[src/verilog/txsv_map.svh]
// Purpose: offsets, field positions, reset values and limits of the tx statistics block
// Assumes: included by its bare name wherever a constant is needed
// Notes:   definitions only
`ifndef TXSV_MAP_SVH
`define TXSV_MAP_SVH

// ----------------------------------------------------------------------
// register byte offsets
// ----------------------------------------------------------------------
`define TXSV_CTRL_OFS      4'h0
`define TXSV_MTU_OFS       4'h4
`define TXSV_LAST_OFS      4'h8

// ----------------------------------------------------------------------
// control register fields and reset values
// ----------------------------------------------------------------------
`define TXSV_CTRL_JUMBO    0
`define TXSV_CTRL_MTU_EN   1
`define TXSV_CTRL_VLAN_EN  2
`define TXSV_CTRL_INBAND   3
`define TXSV_CTRL_RST      4'h0
`define TXSV_MTU_RST       15'h05ee

// ----------------------------------------------------------------------
// statistics vector field positions
// ----------------------------------------------------------------------
`define TXSV_POS_PAUSE     25
`define TXSV_POS_BYTES_HI  24
`define TXSV_POS_BYTES_LO  21
`define TXSV_POS_VLAN      20
`define TXSV_POS_LEN_HI    19
`define TXSV_POS_LEN_LO    5
`define TXSV_POS_CTRL      4
`define TXSV_POS_UNDERRUN  3
`define TXSV_POS_MCAST     2
`define TXSV_POS_BCAST     1
`define TXSV_POS_GOOD      0

// ----------------------------------------------------------------------
// frame limits and type codes
// ----------------------------------------------------------------------
`define TXSV_LEN_JUMBO_MAX 15'h7fff
`define TXSV_LEN_STD_MAX   15'h05ee
`define TXSV_LEN_VLAN_MAX  15'h05f2
`define TXSV_FCS_BYTES     17'h0_0004
`define TXSV_TYPE_CTRL     16'h8808
`define TXSV_TYPE_VLAN     16'h8100
`define TXSV_TYPE_LANE     4

`endif

[src/verilog/txsv_pkg.sv]
// Purpose: types shared by the tx statistics block
// Assumes: constants live in txsv_map.svh
// Notes:   structs carry grouped signals between modules
package txsv_pkg;

    // ------------------------------------------------------------------
    // transmit pipeline tap, one 64-bit beat, lane 0 sent first
    // ------------------------------------------------------------------
    typedef struct packed {
        logic        valid;
        logic [63:0] data;
        logic [7:0]  keep;
        logic        last;
        logic        underrun;
        logic        pause_gen;
    } txsv_tap_t;

    // ------------------------------------------------------------------
    // configuration as set by software
    // ------------------------------------------------------------------
    typedef struct packed {
        logic        jumbo_en;
        logic        mtu_en;
        logic        vlan_en;
        logic        inband_fcs;
        logic [14:0] mtu_size;
    } txsv_cfg_t;

endpackage

[src/verilog/txsv_regs.sv]
// Purpose: avalon-mm register slave holding configuration and last vector view
// Assumes: master holds request until waitrequest is seen low
// Notes:   fixed two-cycle answer, unmapped reads return zero
`timescale 1ns/1ps
`default_nettype none
`include "txsv_map.svh"

module txsv_regs
(
    input  wire logic               core_clk_i,
    input  wire logic               rstn_i,
    input  wire logic [3:0]         avs_address_i,
    input  wire logic               avs_read_i,
    input  wire logic               avs_write_i,
    input  wire logic [31:0]        avs_writedata_i,
    input  wire logic [3:0]         avs_byteenable_i,
    input  wire logic [25:0]        last_vector_i,
    output logic [31:0]             avs_readdata_o,
    output logic                    avs_waitrequest_o,
    output txsv_pkg::txsv_cfg_t     cfg_o
);
    import txsv_pkg::*;

    logic [3:0]  ctrl;
    logic [14:0] mtu;
    logic [3:0]  next_ctrl;
    logic [14:0] next_mtu;
    logic [31:0] next_readdata;
    logic        next_wait;
    logic        req;
    logic        accept;

    // per-byte merge of write data under byte enables
    function automatic logic [31:0] merge(input logic [31:0] old_v,
                                          input logic [31:0] new_v,
                                          input logic [3:0]  be);
        logic [31:0] r;
        r = old_v;
        for (int i = 0; i < 4; i++)
        begin
            if (be[i])
            begin
                r[8*i +: 8] = new_v[8*i +: 8];
            end
        end
        return r;
    endfunction

    // ------------------------------------------------------------------
    // handshake and decode
    // ------------------------------------------------------------------
    // first edge of a request loads read data, the next edge accepts it
    assign req    = avs_read_i | avs_write_i;
    assign accept = req & ~avs_waitrequest_o;

    always_comb
    begin
        logic [31:0] m;
        m             = 32'h0000_0000;
        next_ctrl     = ctrl;
        next_mtu      = mtu;
        next_wait     = ~(req & avs_waitrequest_o);
        next_readdata = avs_readdata_o;
        if (req & avs_waitrequest_o)
        begin
            case (avs_address_i)
                `TXSV_CTRL_OFS: next_readdata = {28'h000_0000, ctrl};
                `TXSV_MTU_OFS:  next_readdata = {17'h0_0000, mtu};
                `TXSV_LAST_OFS: next_readdata = {6'h00, last_vector_i};
                default:        next_readdata = 32'h0000_0000;
            endcase
        end
        // writes land only on the accepting edge; unmapped ones vanish
        if (accept & avs_write_i)
        begin
            case (avs_address_i)
                `TXSV_CTRL_OFS:
                begin
                    m         = merge({28'h000_0000, ctrl}, avs_writedata_i, avs_byteenable_i);
                    next_ctrl = m[3:0];
                end
                `TXSV_MTU_OFS:
                begin
                    m        = merge({17'h0_0000, mtu}, avs_writedata_i, avs_byteenable_i);
                    next_mtu = m[14:0];
                end
                default:
                begin
                    next_ctrl = ctrl;
                end
            endcase
        end
    end

    always_ff @(posedge core_clk_i)
    begin
        if (!rstn_i)
        begin
            ctrl              <= `TXSV_CTRL_RST;
            mtu               <= `TXSV_MTU_RST;
            avs_readdata_o    <= 32'h0000_0000;
            avs_waitrequest_o <= 1'b1;
        end
        else
        begin
            ctrl              <= next_ctrl;
            mtu               <= next_mtu;
            avs_readdata_o    <= next_readdata;
            avs_waitrequest_o <= next_wait;
        end
    end

    // ------------------------------------------------------------------
    // configuration out
    // ------------------------------------------------------------------
    assign cfg_o.jumbo_en   = ctrl[`TXSV_CTRL_JUMBO];
    assign cfg_o.mtu_en     = ctrl[`TXSV_CTRL_MTU_EN];
    assign cfg_o.vlan_en    = ctrl[`TXSV_CTRL_VLAN_EN];
    assign cfg_o.inband_fcs = ctrl[`TXSV_CTRL_INBAND];
    assign cfg_o.mtu_size   = mtu;

endmodule
`default_nettype wire

[src/verilog/txsv_top.sv]
// Purpose: per-frame transmit statistics vector with strobe and per-cycle byte count
// Assumes: tap and line byte count come from the same transmit clock domain
// Notes:   frame fields hold their value between strobes, byte count moves every cycle; configuration over avalon-mm
//
// The Avalon-MM interface to the registers and the placing of the registers were left to the implementer.
`timescale 1ns/1ps
`default_nettype none
`include "txsv_map.svh"

module txsv_top
(
    input  wire logic                core_clk_i,
    input  wire logic                rstn_i,
    input  wire txsv_pkg::txsv_tap_t tap_i,
    input  wire logic [3:0]          line_bytes_i,
    input  wire logic [3:0]          avs_address_i,
    input  wire logic                avs_read_i,
    input  wire logic                avs_write_i,
    input  wire logic [31:0]         avs_writedata_i,
    input  wire logic [3:0]          avs_byteenable_i,
    output logic [31:0]              avs_readdata_o,
    output logic                     avs_waitrequest_o,
    output logic [25:0]              stat_vector_o,
    output logic                     stat_valid_o
);
    import txsv_pkg::*;

    // ------------------------------------------------------------------
    // helpers
    // ------------------------------------------------------------------
    // count of valid client bytes in one beat
    function automatic logic [3:0] lanes(input logic [7:0] keep);
        logic [3:0] n;
        n = 4'h0;
        for (int i = 0; i < 8; i++)
        begin
            n = n + {3'h0, keep[i]};
        end
        return n;
    endfunction

    // broadcast test, shared by the broadcast and multicast flags
    function automatic logic all_ones(input logic [47:0] da);
        return &da;
    endfunction

    // clamp a running length at a 15-bit ceiling
    function automatic logic [14:0] clamp(input logic [16:0] len,
                                          input logic [14:0] lim);
        logic [14:0] r;
        if (len > {2'h0, lim})
        begin
            r = lim;
        end
        else
        begin
            r = len[14:0];
        end
        return r;
    endfunction

    // ------------------------------------------------------------------
    // state and next values
    // ------------------------------------------------------------------
    txsv_cfg_t   cfg;
    logic [25:0] fields;
    logic [25:0] next_fields;
    logic        next_valid;
    logic [3:0]  bytes_q;
    logic [3:0]  next_bytes;
    logic        in_frame;
    logic        second;
    logic [16:0] acc_len;
    logic        f_bcast;
    logic        f_mcast;
    logic        f_vlan;
    logic        f_ctrl;
    logic        f_under;
    logic        f_pause;
    logic        next_in_frame;
    logic        next_second;
    logic [16:0] next_acc_len;
    logic        next_bcast;
    logic        next_mcast;
    logic        next_vlan;
    logic        next_ctrl;
    logic        next_under;
    logic        next_pause;
    logic [15:0] len_type;
    logic [14:0] limit;
    logic [16:0] total;

    // ------------------------------------------------------------------
    // register slave
    // ------------------------------------------------------------------
    txsv_regs u_regs
    (
        .core_clk_i        (core_clk_i),
        .rstn_i            (rstn_i),
        .avs_address_i     (avs_address_i),
        .avs_read_i        (avs_read_i),
        .avs_write_i       (avs_write_i),
        .avs_writedata_i   (avs_writedata_i),
        .avs_byteenable_i  (avs_byteenable_i),
        .last_vector_i     (stat_vector_o),
        .avs_readdata_o    (avs_readdata_o),
        .avs_waitrequest_o (avs_waitrequest_o),
        .cfg_o             (cfg)
    );

    // ------------------------------------------------------------------
    // frame tracking
    // ------------------------------------------------------------------
    // length/type sits in lanes 4 and 5 of the second beat, high byte first
    assign len_type = {tap_i.data[8*`TXSV_TYPE_LANE +: 8],
                       tap_i.data[8*(`TXSV_TYPE_LANE+1) +: 8]};

    // cast flags latch on the first beat, type flags on the second; underrun, pause and length grow on every beat
    always_comb
    begin
        next_in_frame = in_frame;
        next_second   = second;
        next_acc_len  = acc_len;
        next_bcast    = f_bcast;
        next_mcast    = f_mcast;
        next_vlan     = f_vlan;
        next_ctrl     = f_ctrl;
        next_under    = f_under;
        next_pause    = f_pause;
        if (tap_i.valid)
        begin
            if (!in_frame)
            begin
                // first beat carries the destination address in lanes 0..5
                next_bcast  = all_ones(tap_i.data[47:0]);
                next_mcast  = tap_i.data[0] & ~all_ones(tap_i.data[47:0]);
                next_vlan   = 1'b0;
                next_ctrl   = 1'b0;
                next_under  = tap_i.underrun;
                next_pause  = tap_i.pause_gen;
                next_acc_len = {13'h0000, lanes(tap_i.keep)};
                next_second = 1'b1;
            end
            else
            begin
                next_under   = f_under | tap_i.underrun;
                next_pause   = f_pause | tap_i.pause_gen;
                // client bytes only; pad is added later in the pipe
                next_acc_len = acc_len + {13'h0000, lanes(tap_i.keep)};
                next_second  = 1'b0;
                if (second)
                begin
                    next_vlan = (len_type == `TXSV_TYPE_VLAN);
                    next_ctrl = (len_type == `TXSV_TYPE_CTRL);
                end
            end
            next_in_frame = ~tap_i.last;
            // guard the accumulator against overflow on very long frames
            if (next_acc_len[16])
            begin
                next_acc_len = 17'h0_ffff;
            end
        end
    end

    // registers only; every decision sits in the process above
    always_ff @(posedge core_clk_i)
    begin
        if (!rstn_i)
        begin
            in_frame <= 1'b0;
            second   <= 1'b0;
            acc_len  <= 17'h0_0000;
            f_bcast  <= 1'b0;
            f_mcast  <= 1'b0;
            f_vlan   <= 1'b0;
            f_ctrl   <= 1'b0;
            f_under  <= 1'b0;
            f_pause  <= 1'b0;
        end
        else
        begin
            in_frame <= next_in_frame;
            second   <= next_second;
            acc_len  <= next_acc_len;
            f_bcast  <= next_bcast;
            f_mcast  <= next_mcast;
            f_vlan   <= next_vlan;
            f_ctrl   <= next_ctrl;
            f_under  <= next_under;
            f_pause  <= next_pause;
        end
    end

    // ------------------------------------------------------------------
    // vector assembly on the closing beat
    // ------------------------------------------------------------------
    // saturation ceiling: mtu first, then jumbo, then standard sizes
    always_comb
    begin
        if (cfg.mtu_en)
        begin
            limit = cfg.mtu_size;
        end
        else if (cfg.jumbo_en)
        begin
            limit = `TXSV_LEN_JUMBO_MAX;
        end
        else if (next_vlan)
        begin
            limit = `TXSV_LEN_VLAN_MAX;
        end
        else
        begin
            limit = `TXSV_LEN_STD_MAX;
        end
    end

    // crc bytes are counted only when the mac appends them itself
    assign total = cfg.inband_fcs ? next_acc_len
                                  : next_acc_len + `TXSV_FCS_BYTES;

    // built from next values so a one-beat frame still reports
    always_comb
    begin
        next_fields = fields;
        next_valid  = 1'b0;
        if (tap_i.valid & tap_i.last)
        begin
            next_valid = 1'b1;
            next_fields[`TXSV_POS_PAUSE] = next_pause;
            next_fields[`TXSV_POS_VLAN]  = next_vlan & cfg.vlan_en;
            // limit is 15 bits, so every ceiling stays at or below 32767
            next_fields[`TXSV_POS_LEN_HI:`TXSV_POS_LEN_LO] =
                clamp(total, limit);
            next_fields[`TXSV_POS_CTRL]     = next_ctrl;
            next_fields[`TXSV_POS_UNDERRUN] = next_under;
            next_fields[`TXSV_POS_MCAST]    = next_mcast;
            next_fields[`TXSV_POS_BCAST]    = next_bcast;
            next_fields[`TXSV_POS_GOOD]     = ~next_under;
        end
    end

    // fields and strobe register together, so both change at one edge
    always_ff @(posedge core_clk_i)
    begin
        if (!rstn_i)
        begin
            fields       <= 26'h000_0000;
            stat_valid_o <= 1'b0;
        end
        else
        begin
            fields       <= next_fields;
            stat_valid_o <= next_valid;
        end
    end

    // ------------------------------------------------------------------
    // per-cycle byte count
    // ------------------------------------------------------------------
    // line stage count, not aligned to the frame fields
    always_comb
    begin
        next_bytes = line_bytes_i;
    end

    // own flop: moves every cycle, strobe or not
    always_ff @(posedge core_clk_i)
    begin
        if (!rstn_i)
        begin
            bytes_q <= 4'h0;
        end
        else
        begin
            bytes_q <= next_bytes;
        end
    end

    // ------------------------------------------------------------------
    // output vector: every bit from a flop, no gaps
    // ------------------------------------------------------------------
    always_comb
    begin
        stat_vector_o = fields;
        stat_vector_o[`TXSV_POS_BYTES_HI:`TXSV_POS_BYTES_LO] = bytes_q;
    end

endmodule
`default_nettype wire

[config.mk]
export PLATFORM = sky130hd
export DESIGN_NAME = txsv_top
export DESIGN_NICKNAME = d
export VERILOG_FILES = /design/src/verilog/txsv_pkg.sv /design/src/verilog/txsv_regs.sv /design/src/verilog/txsv_top.sv
export VERILOG_INCLUDE_DIRS = /design/src /design/src/verilog
export SDC_FILE = /design/constraint.sdc
export NUM_CORES = 1
export LEC_CHECK = 0
export BUFFER_PORTS_ARGS = -buffer_cell sky130_fd_sc_hd__buf_2
export CAP_MARGIN = 40
export CORE_UTILIZATION = 46
export CTS_CLUSTER_DIAMETER = 80
export DETAILED_ROUTE_END_ITERATION = 8
export PLACE_DENSITY = 0.75
export SLEW_MARGIN = 20
export SYNTH_ARGS = -nofsm -noshare
export SYNTH_HDL_FRONTEND = slang
export SYNTH_SLANG_ARGS = --single-unit
[constraint.sdc]
create_clock -name core_clk_i -period 7.2 [get_ports core_clk_i]
set_clock_uncertainty 0.05 [all_clocks]
set_input_delay 0.72 -clock core_clk_i [delete_from_list [all_inputs] [get_ports core_clk_i]]
set_output_delay 0.72 -clock core_clk_i [all_outputs]
set_load 0.1 [all_outputs]
After elaboration in Yosys (flattened, before gate mapping) --
Index checks and enable logic that the tools add are counted.
Operators by class: $lt $le $gt $ge 1, add/sub/neg operators 9, multiplexer cells 26, reduce and logical (&&, ||, !) cells 5, equality and inequality tests 4, bitwise logic cells 14
Operators by type and width (count):
- one-hot mux 26 bit (3 select lines) | 1
- 2-to-1 mux 17 bit | 4
- AND reduction 48 bit | 1
- 2-to-1 mux 15 bit | 3
- == test 16 bit (second input constant) | 2
- adder 17 x 3 -> 17 bit (second input constant) | 1
- adder 17 x 4 -> 17 bit | 1
- > comparator 17 x 15 -> 1 bit | 1
- adder 4 x 1 -> 4 bit | 4
- 2-to-1 mux 1 bit | 16
- 2-to-1 mux 16 bit | 1
- AND reduction 3 bit | 3
- AND 1 bit | 6
- 2-to-1 mux 5 bit | 1
- NOT 1 bit | 5
- adder 3 x 1 -> 4 bit | 1
- == test 4 x 3 -> 1 bit (second input constant) | 1
- == test 4 bit (second input constant) | 1
- logical NOT 4 bit | 1
- adder 2 x 1 -> 3 bit | 1
- OR 1 bit | 3
- adder 1 x 1 -> 2 bit | 1
Storage, ports and cells: input port bits 124, output and inout port bits 60, register bits 104, logic and storage cells 76

Longest topological paths before layout --
Gate-level depths: netlist (run 1).
depth after elaboration 16, depth in mapped cells 34, mapped depth without buffers 32

Cells and area by module --
From an unflattened synthesis (run 1), not the netlist that was laid out.
Unflattened totals: cell total of the unflattened synthesis 738, area, all modules 6074.6 um^2
Modules (own cells, without submodules):
- txsv_top | times used 1, area each 3882.5 um^2, sequential area each 1041.0 um^2, cells an instance 490
- txsv_regs | times used 1, area each 2192.1 um^2, sequential area each 920.9 um^2, cells an instance 248

Worst setup path after synthesis (run 1) --
No wires, ideal clock.
kind input-to-reg, from input tap_i[3] (netlist name), to register fields[11], setup time 0.119 ns, cell stages on the path 30, path buffers 1, data required time 7.031 ns, slack -0.400 ns, arrival 7.431 ns, path through fa_1 -> inv_1 -> fa_1 -> fa_1 -> inv_1 -> ha_1 -> inv_1 -> fa_1 -> fa_1 -> nand2b_1 -> a2111o_1 -> o21ai_4 -> nand2_1 -> o31ai_1 -> inv_1 -> ha_1 -> nor2b_1 -> nand2_1 -> nor2_1 -> xor2_1 -> ha_1 -> and4_1 -> nand2_1 -> nor4_1 -> a211oi_1 -> and4bb_2 -> mux2i_2 -> buf_6 -> or2_2 -> a32o_1
On the way: word-level cells in the longest chain between the ends 16
Ends and longest elaborated chain:
- start, declared | line txsv_top.sv:14 | input wire txsv_pkg::txsv_tap_t tap_i,
- adder 1 x 1 -> 2 bit * | line txsv_top.sv:37 | n = n + {3'h0, keep[i]};
- adder 2 x 1 -> 3 bit * | line txsv_top.sv:37
- adder 3 x 1 -> 4 bit * | line txsv_top.sv:37
- adder 4 x 1 -> 4 bit * (4 in a row) | line txsv_top.sv:37
- adder 17 x 4 -> 17 bit | line txsv_top.sv:149 | next_acc_len = acc_len + {13'h0000, lanes(tap_i.keep)};
- 2-to-1 mux 17 bit * | line txsv_top.sv:132 | if (!in_frame)
- 2-to-1 mux 17 bit * | line txsv_top.sv:130 | if (tap_i.valid)
- 2-to-1 mux 16 bit * | line txsv_top.sv:159 | if (next_acc_len[16])
- 2-to-1 mux 17 bit * | line txsv_top.sv:130
- named net next_acc_len[3] | line txsv_top.sv:82 | logic [16:0] next_acc_len;
- adder 17 x 3 -> 17 bit (no line)
- 2-to-1 mux 17 bit (no line) *
- > comparator 17 x 15 -> 1 bit | line txsv_top.sv:51 | if (len > {2'h0, lim})
- 2-to-1 mux 15 bit * | line txsv_top.sv:51
- end signal, assigned | line txsv_top.sv:254 | fields <= next_fields;
- end, declared | line txsv_top.sv:66 | logic [25:0] fields;
The timed path passes the listed nets; every way through them passes the cells marked *. The select of a mux whose other input is x is not followed. A chain may end at the register's enable or synchronous reset.

Final worst setup path (run 1) --
from input tap_i[3] (netlist name), to register fields[6]
On the way: word-level cells in the longest chain between the ends 16
Ends and longest elaborated chain (line):
- adder 1 x 1 -> 2 bit * | txsv_top.sv:37
- adder 2 x 1 -> 3 bit * | txsv_top.sv:37
- adder 3 x 1 -> 4 bit * | txsv_top.sv:37
- adder 4 x 1 -> 4 bit * (4 in a row) | txsv_top.sv:37
- adder 17 x 4 -> 17 bit | txsv_top.sv:149
- 2-to-1 mux 17 bit * | txsv_top.sv:132
- 2-to-1 mux 17 bit * | txsv_top.sv:130
- 2-to-1 mux 16 bit * | txsv_top.sv:159
- 2-to-1 mux 17 bit * | txsv_top.sv:130
- named net next_acc_len[3] | txsv_top.sv:82
- adder 17 x 3 -> 17 bit (no line)
- 2-to-1 mux 17 bit (no line) *
- > comparator 17 x 15 -> 1 bit * | txsv_top.sv:51
- 2-to-1 mux 15 bit * | txsv_top.sv:51
Marks and branches as above.

==> impl_metrics.tcl, run 1 <==
set metrics [dict create \
    violations "DRC, setup timing" \
    fp.coreArea_mm2 0.0116 \
    grt_start_max_net_pins 36 \
    critPathCapture "fields[6]$_SDFFE_PN0P_" \
    nets 1047 \
    ir_worst_vdd_mv 0.122 \
    synth-edff-count 0 \
    synth_top_cells_by_count "98 x dfxtp_1, 90 x nor2_1, 73 x nand2_1" \
    max_freq_mhz 134 \
    synth_compound_area_frac 0.198 \
    die_y_um 112 \
    grt_usage 0.275 \
    power_mw 1.42 \
    yosysTopAreaCell "dfxtp_1" \
    synth_top_family_by_area "simple AND/OR/NAND/NOR gates" \
    drive_gt1_frac 0.364 \
    reg2reg_from "acc_len[0]$_SDFF_PN0_" \
    path_common_cell "fa_1" \
    crit_start "tap_i[3]" \
    cts_tree "done" \
    cts_root_buf "clkbuf_16" \
    via_per_inst 5.79 \
    yosysWarnings 0 \
    synthMuxAreaShare 0.0321 \
    drt.antenna.violating_nets 0 \
    synth-simple-area-share 0.273 \
    grt_pass1_wl_um 27700 \
    grt_pass1_vias 5701 \
    relSlewSlack 0.487 \
    critPathLaunchType "input pin" \
    port_buffers 142 \
    cts-buffers-inserted 9 \
    gp_congestion 0.880 \
    final_util 0.660 \
    cts_max_path_buffers 2 \
    start_util 0.480 \
    async_flop_share 0 \
    route.vias.total 6041 \
    place_ws_ns -0.646 \
    rsz0062_at_grt "true" \
    dp_hpwl_um 13400 \
    die-area_mm2 0.0126 \
    antenna_found_initial 0 \
    clock_latency_ns 0.35 \
    synthesis.area_mm2 0.00557 \
    yosysTopAreaCellShare 0.352 \
    cts.clk_slew.worst_paths_ns 0.07 \
    slew_viol_final 0 \
    period_needed_ns 7.47 \
    num-fill-cells 953 \
    period_share 1.04 \
    first_pass_iters 8 \
    wl_um 17900 \
    h-tree-depth 3 \
    synth_xor_area_frac 0.0220 \
    cp_slowest_cell "fa_1" \
    area_growth_pct 37.5 \
    die_w_um 112 \
    wire_per_inst_um 17.2 \
    drc 16 \
    max_stage_delay_ns 0.54 \
    rr_endpoint "fields[6]$_SDFFE_PN0P_" \
    synthAdderAreaFrac 0.0696 \
    hold_viol 0 \
    hold_path_class "reg2reg" \
    rows 39 \
    cp_max_fo 8 \
    ys_types 77 \
    p_per_area_mw_per_mm2 185 \
    worst-setup-path-type "in2reg" \
    ys_seq_area_frac 0.352 \
    layout_setup_ws_ns -0.270 \
    cap_violations 0 \
    drt-initial-drc-count 553 \
    tightest_slew_ns 0.764 \
    finalSetupViolCount 15 \
    ff2ff_path_depth 25 \
    status "finished, violations left" \
    antenna_cells 0 \
    end_kind "flop" \
    r2r_slack_ns 1.97 \
    critPathTopFamily "adder cells" \
    yosysMostFrequentCell "dfxtp_1" \
    cp.depth 32 \
    synthCells 690 \
    worstPathRequired_ns 7.39 \
    synthTopCellsByArea "dfxtp_1 35%, nor2_1 6.1%, ha_1 5.2%" \
    ctsHoldBuffers 0 \
    leakage_nw 3.35 \
    crit_buf_inv 7 \
    grt_overflow 0 \
    syn_avg_cell_area_um2 8.08 \
    clock_sinks 98 \
    ys_ff_latch 98 \
    ios 184 \
    fin_hold_ws_ns 0.400 \
    cp_data_arrival_time_ns 7.66 \
    synth-main-ff-cell "dfxtp_1" \
]
how the worst min path moves through the flow:
stage | from | endpoint | slack, ns | cells after the start
3_5_place_dp | u_regs.avs_readdata_o[17]$_SDFFE_PN0P_ | u_regs.avs_readdata_o[17]$_SDFFE_PN0P_ | 0.40 | 2
6_report | u_regs.avs_readdata_o[19]$_SDFFE_PN0P_ | u_regs.avs_readdata_o[19]$_SDFFE_PN0P_ | 0.40 | 2
2_1_floorplan | f_mcast$_SDFF_PN0_ | f_mcast$_SDFF_PN0_ | 0.39 | 2
3_3_place_gp | u_regs.avs_readdata_o[19]$_SDFFE_PN0P_ | u_regs.avs_readdata_o[19]$_SDFFE_PN0P_ | 0.39 | 2
4_1_cts | u_regs.avs_readdata_o[17]$_SDFFE_PN0P_ | u_regs.avs_readdata_o[17]$_SDFFE_PN0P_ | 0.40 | 2
5_1_grt | u_regs.avs_readdata_o[22]$_SDFFE_PN0P_ | u_regs.avs_readdata_o[22]$_SDFFE_PN0P_ | 0.41 | 2
sequential cells by signal, indices dropped and copies added, names as in the netlist:
name,flops
acc_len,17
bytes_q,4
f_bcast,1
f_ctrl,1
f_mcast,1
f_pause,1
f_under,1
f_vlan,1
fields,22
in_frame,1
second,1
stat_valid_o,1
u_regs.avs_readdata_o,26
u_regs.avs_waitrequest_o,1
u_regs.ctrl,4
u_regs.mtu,15
cells by family (layout without fill, tap and decap cells):
kind of cell | Yosys count | in the layout
adders and majority gates | 28 | 28
AOI/OAI and AO/OA | 160 | 160
xor gates and xnor gates | 14 | 14
other | 1 | 6
muxes | 17 | 17
and+or+nand+nor | 305 | 305
DFF | 98 | 98
buffers and inverters | 67 | 272
tightest hold or removal path, stage by stage, from the launching register on:
cell and delay, ns:
dfxtp_1 0.31, nand2_1 0.05, a21oi_1 0.05
timing repair:
action                                  in CTS  in global routing
endpoints found under the setup margin      15                 15
resized for setup                            9                 57
cloned                                       0                  2
pin swaps                                    4                 25
buffers inserted                             1                 17
metrics by stage:
step	instance area [um^2]	TNS, ns	instances
3_3_place_gp	6870	-5.08	1004
6_report	7660	-3.32	1043
4_1_cts	7230	-1.99	1024
5_1_grt	7660	-6.67	1043
3_5_place_dp	6910	-8.53	1007
2_1_floorplan	5670	-0.0268	695
cell usage in the layout, fill, tap and decap left out, drive strengths merged, types with 7 or more instances in the layout:
cell type    n
clkbuf      13
or2          7
a31oi        8
nor4         9
and3         7
a32o         7
dfxtp       98
buf        228
inv         27
nor3        13
a22oi       13
xnor2        8
a21oi       51
nand4       20
mux2i       13
nor2b        7
ha          23
o21ai       27
nand2       74
nand3       34
nor2        90
and2        20
per-layer routing:
metal | share of wire | track usage | up-vias | wire length (um)
met5 | 0 | 0 | - | 0
met4 | 0.023 | 0.107 | 0 | 408
met3 | 0.064 | 0.0459 | 32 | 1150
met2 | 0.49 | 0.469 | 253 | 8760
met1 | 0.43 | 0.349 | 2889 | 7640
li1 | - | - | 2867 | -
final cells by class:
type | count | area (um^2) | area share
clock buffers | 12 | 246 | 0.0322
flip-flops and latches | 98 | 1960 | 0.256
clock inverters | 4 | 35.0 | 0.00457
inverters | 27 | 101 | 0.0132
multi-input cells | 530 | 3700 | 0.482
repair buffers | 229 | 1440 | 0.188
well taps | 143 | 179 | 0.0233
power by group:
part	total, mW	leakage (nW)	internal, mW	switching (mW)
clock	0.467	0.131	0.247	0.219
sequential	0.567	0.795	0.555	0.0113
combinational	0.387	2.43	0.153	0.234
Power figures use the tool's default switching activity.
==> inputs of run 2 (changes only) <==
--- a/config.mk
+++ b/config.mk
@@ -6,13 +6,12 @@
 export SDC_FILE = /design/constraint.sdc
 export NUM_CORES = 1
 export LEC_CHECK = 0
+export ABC_AREA = 1
 export BUFFER_PORTS_ARGS = -buffer_cell sky130_fd_sc_hd__buf_2
 export CAP_MARGIN = 40
-export CORE_UTILIZATION = 46
-export CTS_CLUSTER_DIAMETER = 80
+export CORE_UTILIZATION = 47
 export DETAILED_ROUTE_END_ITERATION = 8
 export PLACE_DENSITY = 0.75
-export SLEW_MARGIN = 20
 export SYNTH_ARGS = -nofsm -noshare
 export SYNTH_HDL_FRONTEND = slang
 export SYNTH_SLANG_ARGS = --single-unit
==> impl_metrics.tcl, run 2 <==
set metrics [dict create \
    clock_latency_ns 0.36 \
    tightest_slew_ns 0.815 \
    hold_path_class "reg2reg" \
    synth_top_cells_by_count "239 x nand2_1, 101 x inv_1, 98 x dfxtp_1" \
    netSwitchingPower_mw 0.571 \
    leakage_nw 3.74 \
    area_growth_pct 27.8 \
    largest-register "u_regs.avs_readdata_o" \
    slew_viol_final 0 \
    dpl_cell_area_mm2 0.00699 \
    status "completed" \
    die_y_um 113 \
    antenna_found_initial 0 \
    reg_top3 "u_regs.avs_readdata_o x26, fields x22, acc_len x17" \
    period_needed_ns 6.73 \
    worst-setup-path-type "in2reg" \
    via_per_inst 5.09 \
    synthesis.area_mm2 0.00584 \
    syn_avg_cell_area_um2 6.72 \
    ios 184 \
    cap_violations 0 \
    r2r_slack_ns 2.65 \
    die_w_um 113 \
    grt_overflow 0 \
    grt_usage 0.240 \
    ir_worst_vdd_mv 0.164 \
    synthCells 869 \
    max_freq_mhz 149 \
    max_stage_delay_ns 0.53 \
    wire_per_inst_um 13.1 \
    cp_slowest_cell "fa_1" \
    drive_gt1_frac 0.256 \
    cts.clk_slew.worst_paths_ns 0.08 \
    route.vias.total 6194 \
    gp_congestion 0.882 \
    yosysMostFrequentCell "nand2_1" \
    drt-initial-drc-count 402 \
    fin_hold_ws_ns 0.413 \
    cts-buffers-inserted 9 \
    num-fill-cells 1132 \
    yosysTopAreaCellShare 0.336 \
    path_common_cell "nand2_1" \
    grt_start_max_net_pins 43 \
    nets 1195 \
    async_flop_share 0 \
    ys_types 42 \
    grt_pass1_wl_um 24800 \
    yosysWarnings 0 \
    rows 40 \
    synth-edff-count 0 \
    synth-main-ff-cell "dfxtp_1" \
    holdPathStages 2 \
    hold_viol 0 \
    first_pass_iters 5 \
    end_kind "flop" \
    p_per_area_mw_per_mm2 212 \
    cts_root_buf "clkbuf_16" \
    ys_ff_latch 98 \
    final_cell_mix "237 x nand2_1, 142 x buf_2, 99 x inv_1" \
    rsz0062_at_grt "false" \
    start_util 0.484 \
    final_util 0.619 \
    fp.coreArea_mm2 0.0121 \
    fin_area_mm2 0.00746 \
    drt.antenna.violating_nets 0 \
    relSlewSlack 0.456 \
    h-tree-depth 3 \
    worstPathRequired_ns 7.46 \
    yosysTopAreaCell "dfxtp_1" \
    dp_hpwl_um 11800 \
    die-area_mm2 0.0129 \
    period_share 0.935 \
    port_buffers 142 \
    p_int_mw 1.01 \
    grt_pass1_vias 5515 \
    clock_sinks 98 \
    power_frac_seq 0.372 \
    sw_frac_of_total 0.361 \
    cp_max_fo 8 \
    wl_um 15900 \
    power_frac_comb 0.305 \
    cts_tree "done" \
    layout_commonest_cell "nand2_1" \
    drc 0 \
    cp_data_arrival_time_ns 6.99 \
    largest_reg_flops 26 \
    p_clk_frac 0.323 \
    critPathLaunchType "input pin" \
    finalSetupViolCount 0 \
    ff2ff_path_depth 34 \
    ys_seq_area_frac 0.336 \
    cts_max_path_buffers 2 \
    synthTopCellsByArea "dfxtp_1 34%, nand2_1 15%, nand3_1 7.7%" \
    antenna_cells 0 \
]
-- run 2: cell types whose count changed after synthesis, moves of 8 or more --
cell      delta
nor2_1       -8
nor3_1      -13
nand3_1     +56
a22oi_1     -10
clkbuf_1     -9
a31oi_1      -8
nand2_2     +11
nand2_1    +166
a22o_1       +8
o21ai_0     +16
a21oi_1     -12
inv_1       +76
mux2i_1     -12
and2_1      -18
-- run 2: final timing paths --
check                              from                                     end
setup / recovery               tap_i[3]                 fields[15]$_SDFFE_PN0P_
hold / removal    bytes_q[1]$_SDFF_PN0_  u_regs.avs_readdata_o[22]$_SDFFE_PN0P_
setup reg to reg  acc_len[0]$_SDFF_PN0_                 fields[15]$_SDFFE_PN0P_
hold reg to reg   bytes_q[1]$_SDFF_PN0_  u_regs.avs_readdata_o[22]$_SDFFE_PN0P_
-- run 2: power by group through the flow --
stage | Combinational, mW | Sequential (mW) | Clock [mW]
finish | 0.482 | 0.587 | 0.511
global route | 0.528 | 0.590 | 0.537
CTS | 0.466 | 0.587 | 0.518
detailed placement | 0.462 | 0.599 | 0
global placement | 0.452 | 0.599 | 0
floorplan | 0.225 | 0.699 | 0
-- run 2: metrics by stage --
step | worst slack, ns | std cells | power [mW] | TNS, ns
floorplan | 0.473 | 874 | 0.924 | 0
finish | 0.470 | 1216 | 1.58 | 0
detailed placement | -0.143 | 1197 | 1.06 | -1.67
CTS | 0.107 | 1213 | 1.57 | 0
global placement | -0.0796 | 1196 | 1.05 | -0.926
global route | 0.0143 | 1216 | 1.66 | 0
-- run 2: critical path, delay by kind of cell --
kind / cells / cell delay [ns]
simple gates: 21 / 2.08
xor+xnor: 1 / 0.18
fa+ha+maj: 8 / 2.94
compound gates: 4 / 0.55
buf+inv: 7 / 0.52
-- run 2: routing by layer --
metal,vias to the layer above,track usage,part of all wire
met1,2791,0.306,0.44
met5,-,0,0
met3,22,0.0457,0.064
met4,0,0.0807,0.016
li1,3158,-,-
met2,223,0.406,0.47
-- run 2: kinds of logic (layout without fill, tap and decap cells) --
family                     count (synthesis)  count (layout)  synth area share
xor gates and xnor gates                   9               9            0.0135
buffers and inverters                    143             316             0.102
other                                      1               6          0.000642
adders and majority gates                 28              28            0.0664
AOI/OAI and AO/OA                        115             115             0.117
DFF                                       98              98             0.336
and+or+nand+nor                          475             476             0.365
-- run 2: final cells by class --
class	count	area (um^2)	area share
clock buffers	9	225	0.0302
clock inverters	7	91.3	0.0122
inverters	106	398	0.0533
multi-input cells	634	3430	0.460
flip-flops and latches	98	1960	0.263
well taps	168	210	0.0282
repair buffers	194	1150	0.154
-- run 2: timing repair --
item,in CTS,in global routing
gates resized for setup,0,26
hold buffers,0,0
endpoints found under the setup margin,0,15
buffers inserted,0,2
==> inputs of run 3 (changes only) <==
--- a/config.mk
+++ b/config.mk
@@ -9,9 +9,9 @@
 export ABC_AREA = 1
 export BUFFER_PORTS_ARGS = -buffer_cell sky130_fd_sc_hd__buf_2
 export CAP_MARGIN = 40
-export CORE_UTILIZATION = 47
+export CORE_UTILIZATION = 56
 export DETAILED_ROUTE_END_ITERATION = 8
-export PLACE_DENSITY = 0.75
+export PLACE_DENSITY = 0.85
 export SYNTH_ARGS = -nofsm -noshare
 export SYNTH_HDL_FRONTEND = slang
 export SYNTH_SLANG_ARGS = --single-unit
==> constraint.sdc (replaced) <==
create_clock -name core_clk_i -period 8.1 [get_ports core_clk_i]
set_clock_uncertainty 0.05 [all_clocks]
set_input_delay 0.81 -clock core_clk_i [delete_from_list [all_inputs] [get_ports core_clk_i]]
set_output_delay 0.81 -clock core_clk_i [all_outputs]
set_load 0.1 [all_outputs]
==> impl_metrics.tcl, run 3 (same netlist as run 2, synthesis figures left out) <==
set metrics [dict create \
    status "completed" \
    cts-buffers-inserted 9 \
    die-area_mm2 0.0108 \
    leakage_nw 3.45 \
    layout_commonest_cell "nand2_1" \
    route.vias.total 6159 \
    ios 184 \
    fp.coreArea_mm2 0.00995 \
    antenna_cells 0 \
    wl_um 15600 \
    final_util 0.687 \
    max_freq_mhz 138 \
    start_util 0.587 \
    rsz0062_at_grt "false" \
    cts_resized 0 \
    ctsHoldBuffers 0 \
    max_stage_delay_ns 0.53 \
    nets 1150 \
    grt_start_max_net_pins 42 \
    num-fill-cells 885 \
    p_clk_frac 0.278 \
    die_w_um 104 \
    grt_usage 0.287 \
    cts.clk_slew.worst_paths_ns 0.11 \
    final_cell_mix "239 x nand2_1, 142 x buf_2, 101 x inv_1" \
    p_int_mw 0.761 \
    clock_latency_ns 0.38 \
    antenna_found_initial 0 \
    cp_max_fo 15 \
    drive_gt1_frac 0.207 \
    first_pass_iters 6 \
    worstPathRequired_ns 8.31 \
    wire_per_inst_um 13.7 \
    reg_top3 "u_regs.avs_readdata_o x26, fields x22, acc_len x17" \
    grt_overflow 0 \
    clock_sinks 98 \
    period_needed_ns 7.23 \
    relSlewSlack 0.614 \
    netSwitchingPower_mw 0.481 \
    tightest_slew_ns 0.579 \
    hold_viol 0 \
    port_buffers 142 \
    grt_pass1_vias 5597 \
    post_cts_buffers 0 \
    via_per_inst 5.42 \
    rows 36 \
    cp_data_arrival_time_ns 7.44 \
    drt.antenna.violating_nets 0 \
    largest-register "u_regs.avs_readdata_o" \
    drt-initial-drc-count 407 \
    period_share 0.892 \
    die_y_um 104 \
    grt_pass1_wl_um 25700 \
    worst-setup-path-type "in2reg" \
    cts_max_path_buffers 2 \
    p_per_area_mw_per_mm2 182 \
    area_growth_pct 17.1 \
    critPathLaunchType "input pin" \
    power_frac_comb 0.304 \
    power_frac_seq 0.419 \
    drc 0 \
    dp_hpwl_um 11800 \
    slew_viol_final 0 \
    ir_worst_vdd_mv 0.147 \
    end_kind "flop" \
    h-tree-depth 3 \
    finalSetupViolCount 0 \
    gp_congestion 0.917 \
    cts_tree "done" \
    cts_root_buf "clkbuf_8" \
    cap_violations 0 \
    hold_path_class "reg2reg" \
    fin_hold_ws_ns 0.422 \
    cp_slowest_cell "fa_1" \
    tns_ns 0 \
    sw_frac_of_total 0.387 \
    largest_reg_flops 26 \
]
[run 3: power groups by stage]
stage / Sequential [mW] / Clock [mW] / Combinational (mW)
after floorplan: 0.621 / 0 / 0.200
final: 0.520 / 0.345 / 0.377
after global routing: 0.522 / 0.367 / 0.414
after global placement: 0.530 / 0 / 0.362
after detailed placement: 0.530 / 0 / 0.373
after CTS: 0.519 / 0.345 / 0.375
[run 3: per-stage QoR]
| step | cell area, um^2 | setup slack, ns | total power, mW | instances |
|---|---|---|---|---|
| finish | 6840 | 0.874 | 1.24 | 1136 |
| global route | 6840 | 0.392 | 1.30 | 1136 |
| CTS | 6840 | 0.959 | 1.24 | 1136 |
| detailed placement | 6620 | 0.625 | 0.903 | 1120 |
| global placement | 6580 | 0.705 | 0.891 | 1118 |
| floorplan | 5860 | 1.28 | 0.821 | 874 |
[run 3: path summary, 6_finish.rpt]
kind,end,slack (ns),from,cells after the start
max,fields[12]$_SDFFE_PN0P_,0.87,tap_i[3],37
min reg2reg,u_regs.avs_readdata_o[13]$_SDFFE_PN0P_,0.42,u_regs.avs_readdata_o[13]$_SDFFE_PN0P_,2
max reg2reg,fields[12]$_SDFFE_PN0P_,3.10,acc_len[0]$_SDFF_PN0_,30
min,u_regs.avs_readdata_o[13]$_SDFFE_PN0P_,0.42,u_regs.avs_readdata_o[13]$_SDFFE_PN0P_,2
[run 3: cell type report]
type,count,area (um^2),area share
Sequential cell,98,1960,0.287
Clock buffer,9,124,0.0181
Multi-Input combinational cell,633,3300,0.483
Tap cell,133,166,0.0243
Inverter,106,398,0.0582
Timing Repair Buffer,150,791,0.116
Clock inverter,7,96.3,0.0141
[run 3: worst max-delay path: cells and delay by family]
kind / cells / cell delay [ns]
adder cells (fa/ha/maj): 8 / 3.06
AO/OA/AOI/OAI: 3 / 0.53
AND/OR/NAND/NOR: 19 / 2.51
buffers and inverters: 7 / 0.54
[run 3: metal layers]
layer  wire length, um  global-route usage  up-vias
met5                 0                   0        -
met4               535               0.127        0
met3              1070              0.0420       39
met2              7440               0.498      254
met1              6540               0.351     2800
li1                  -                   -     3066
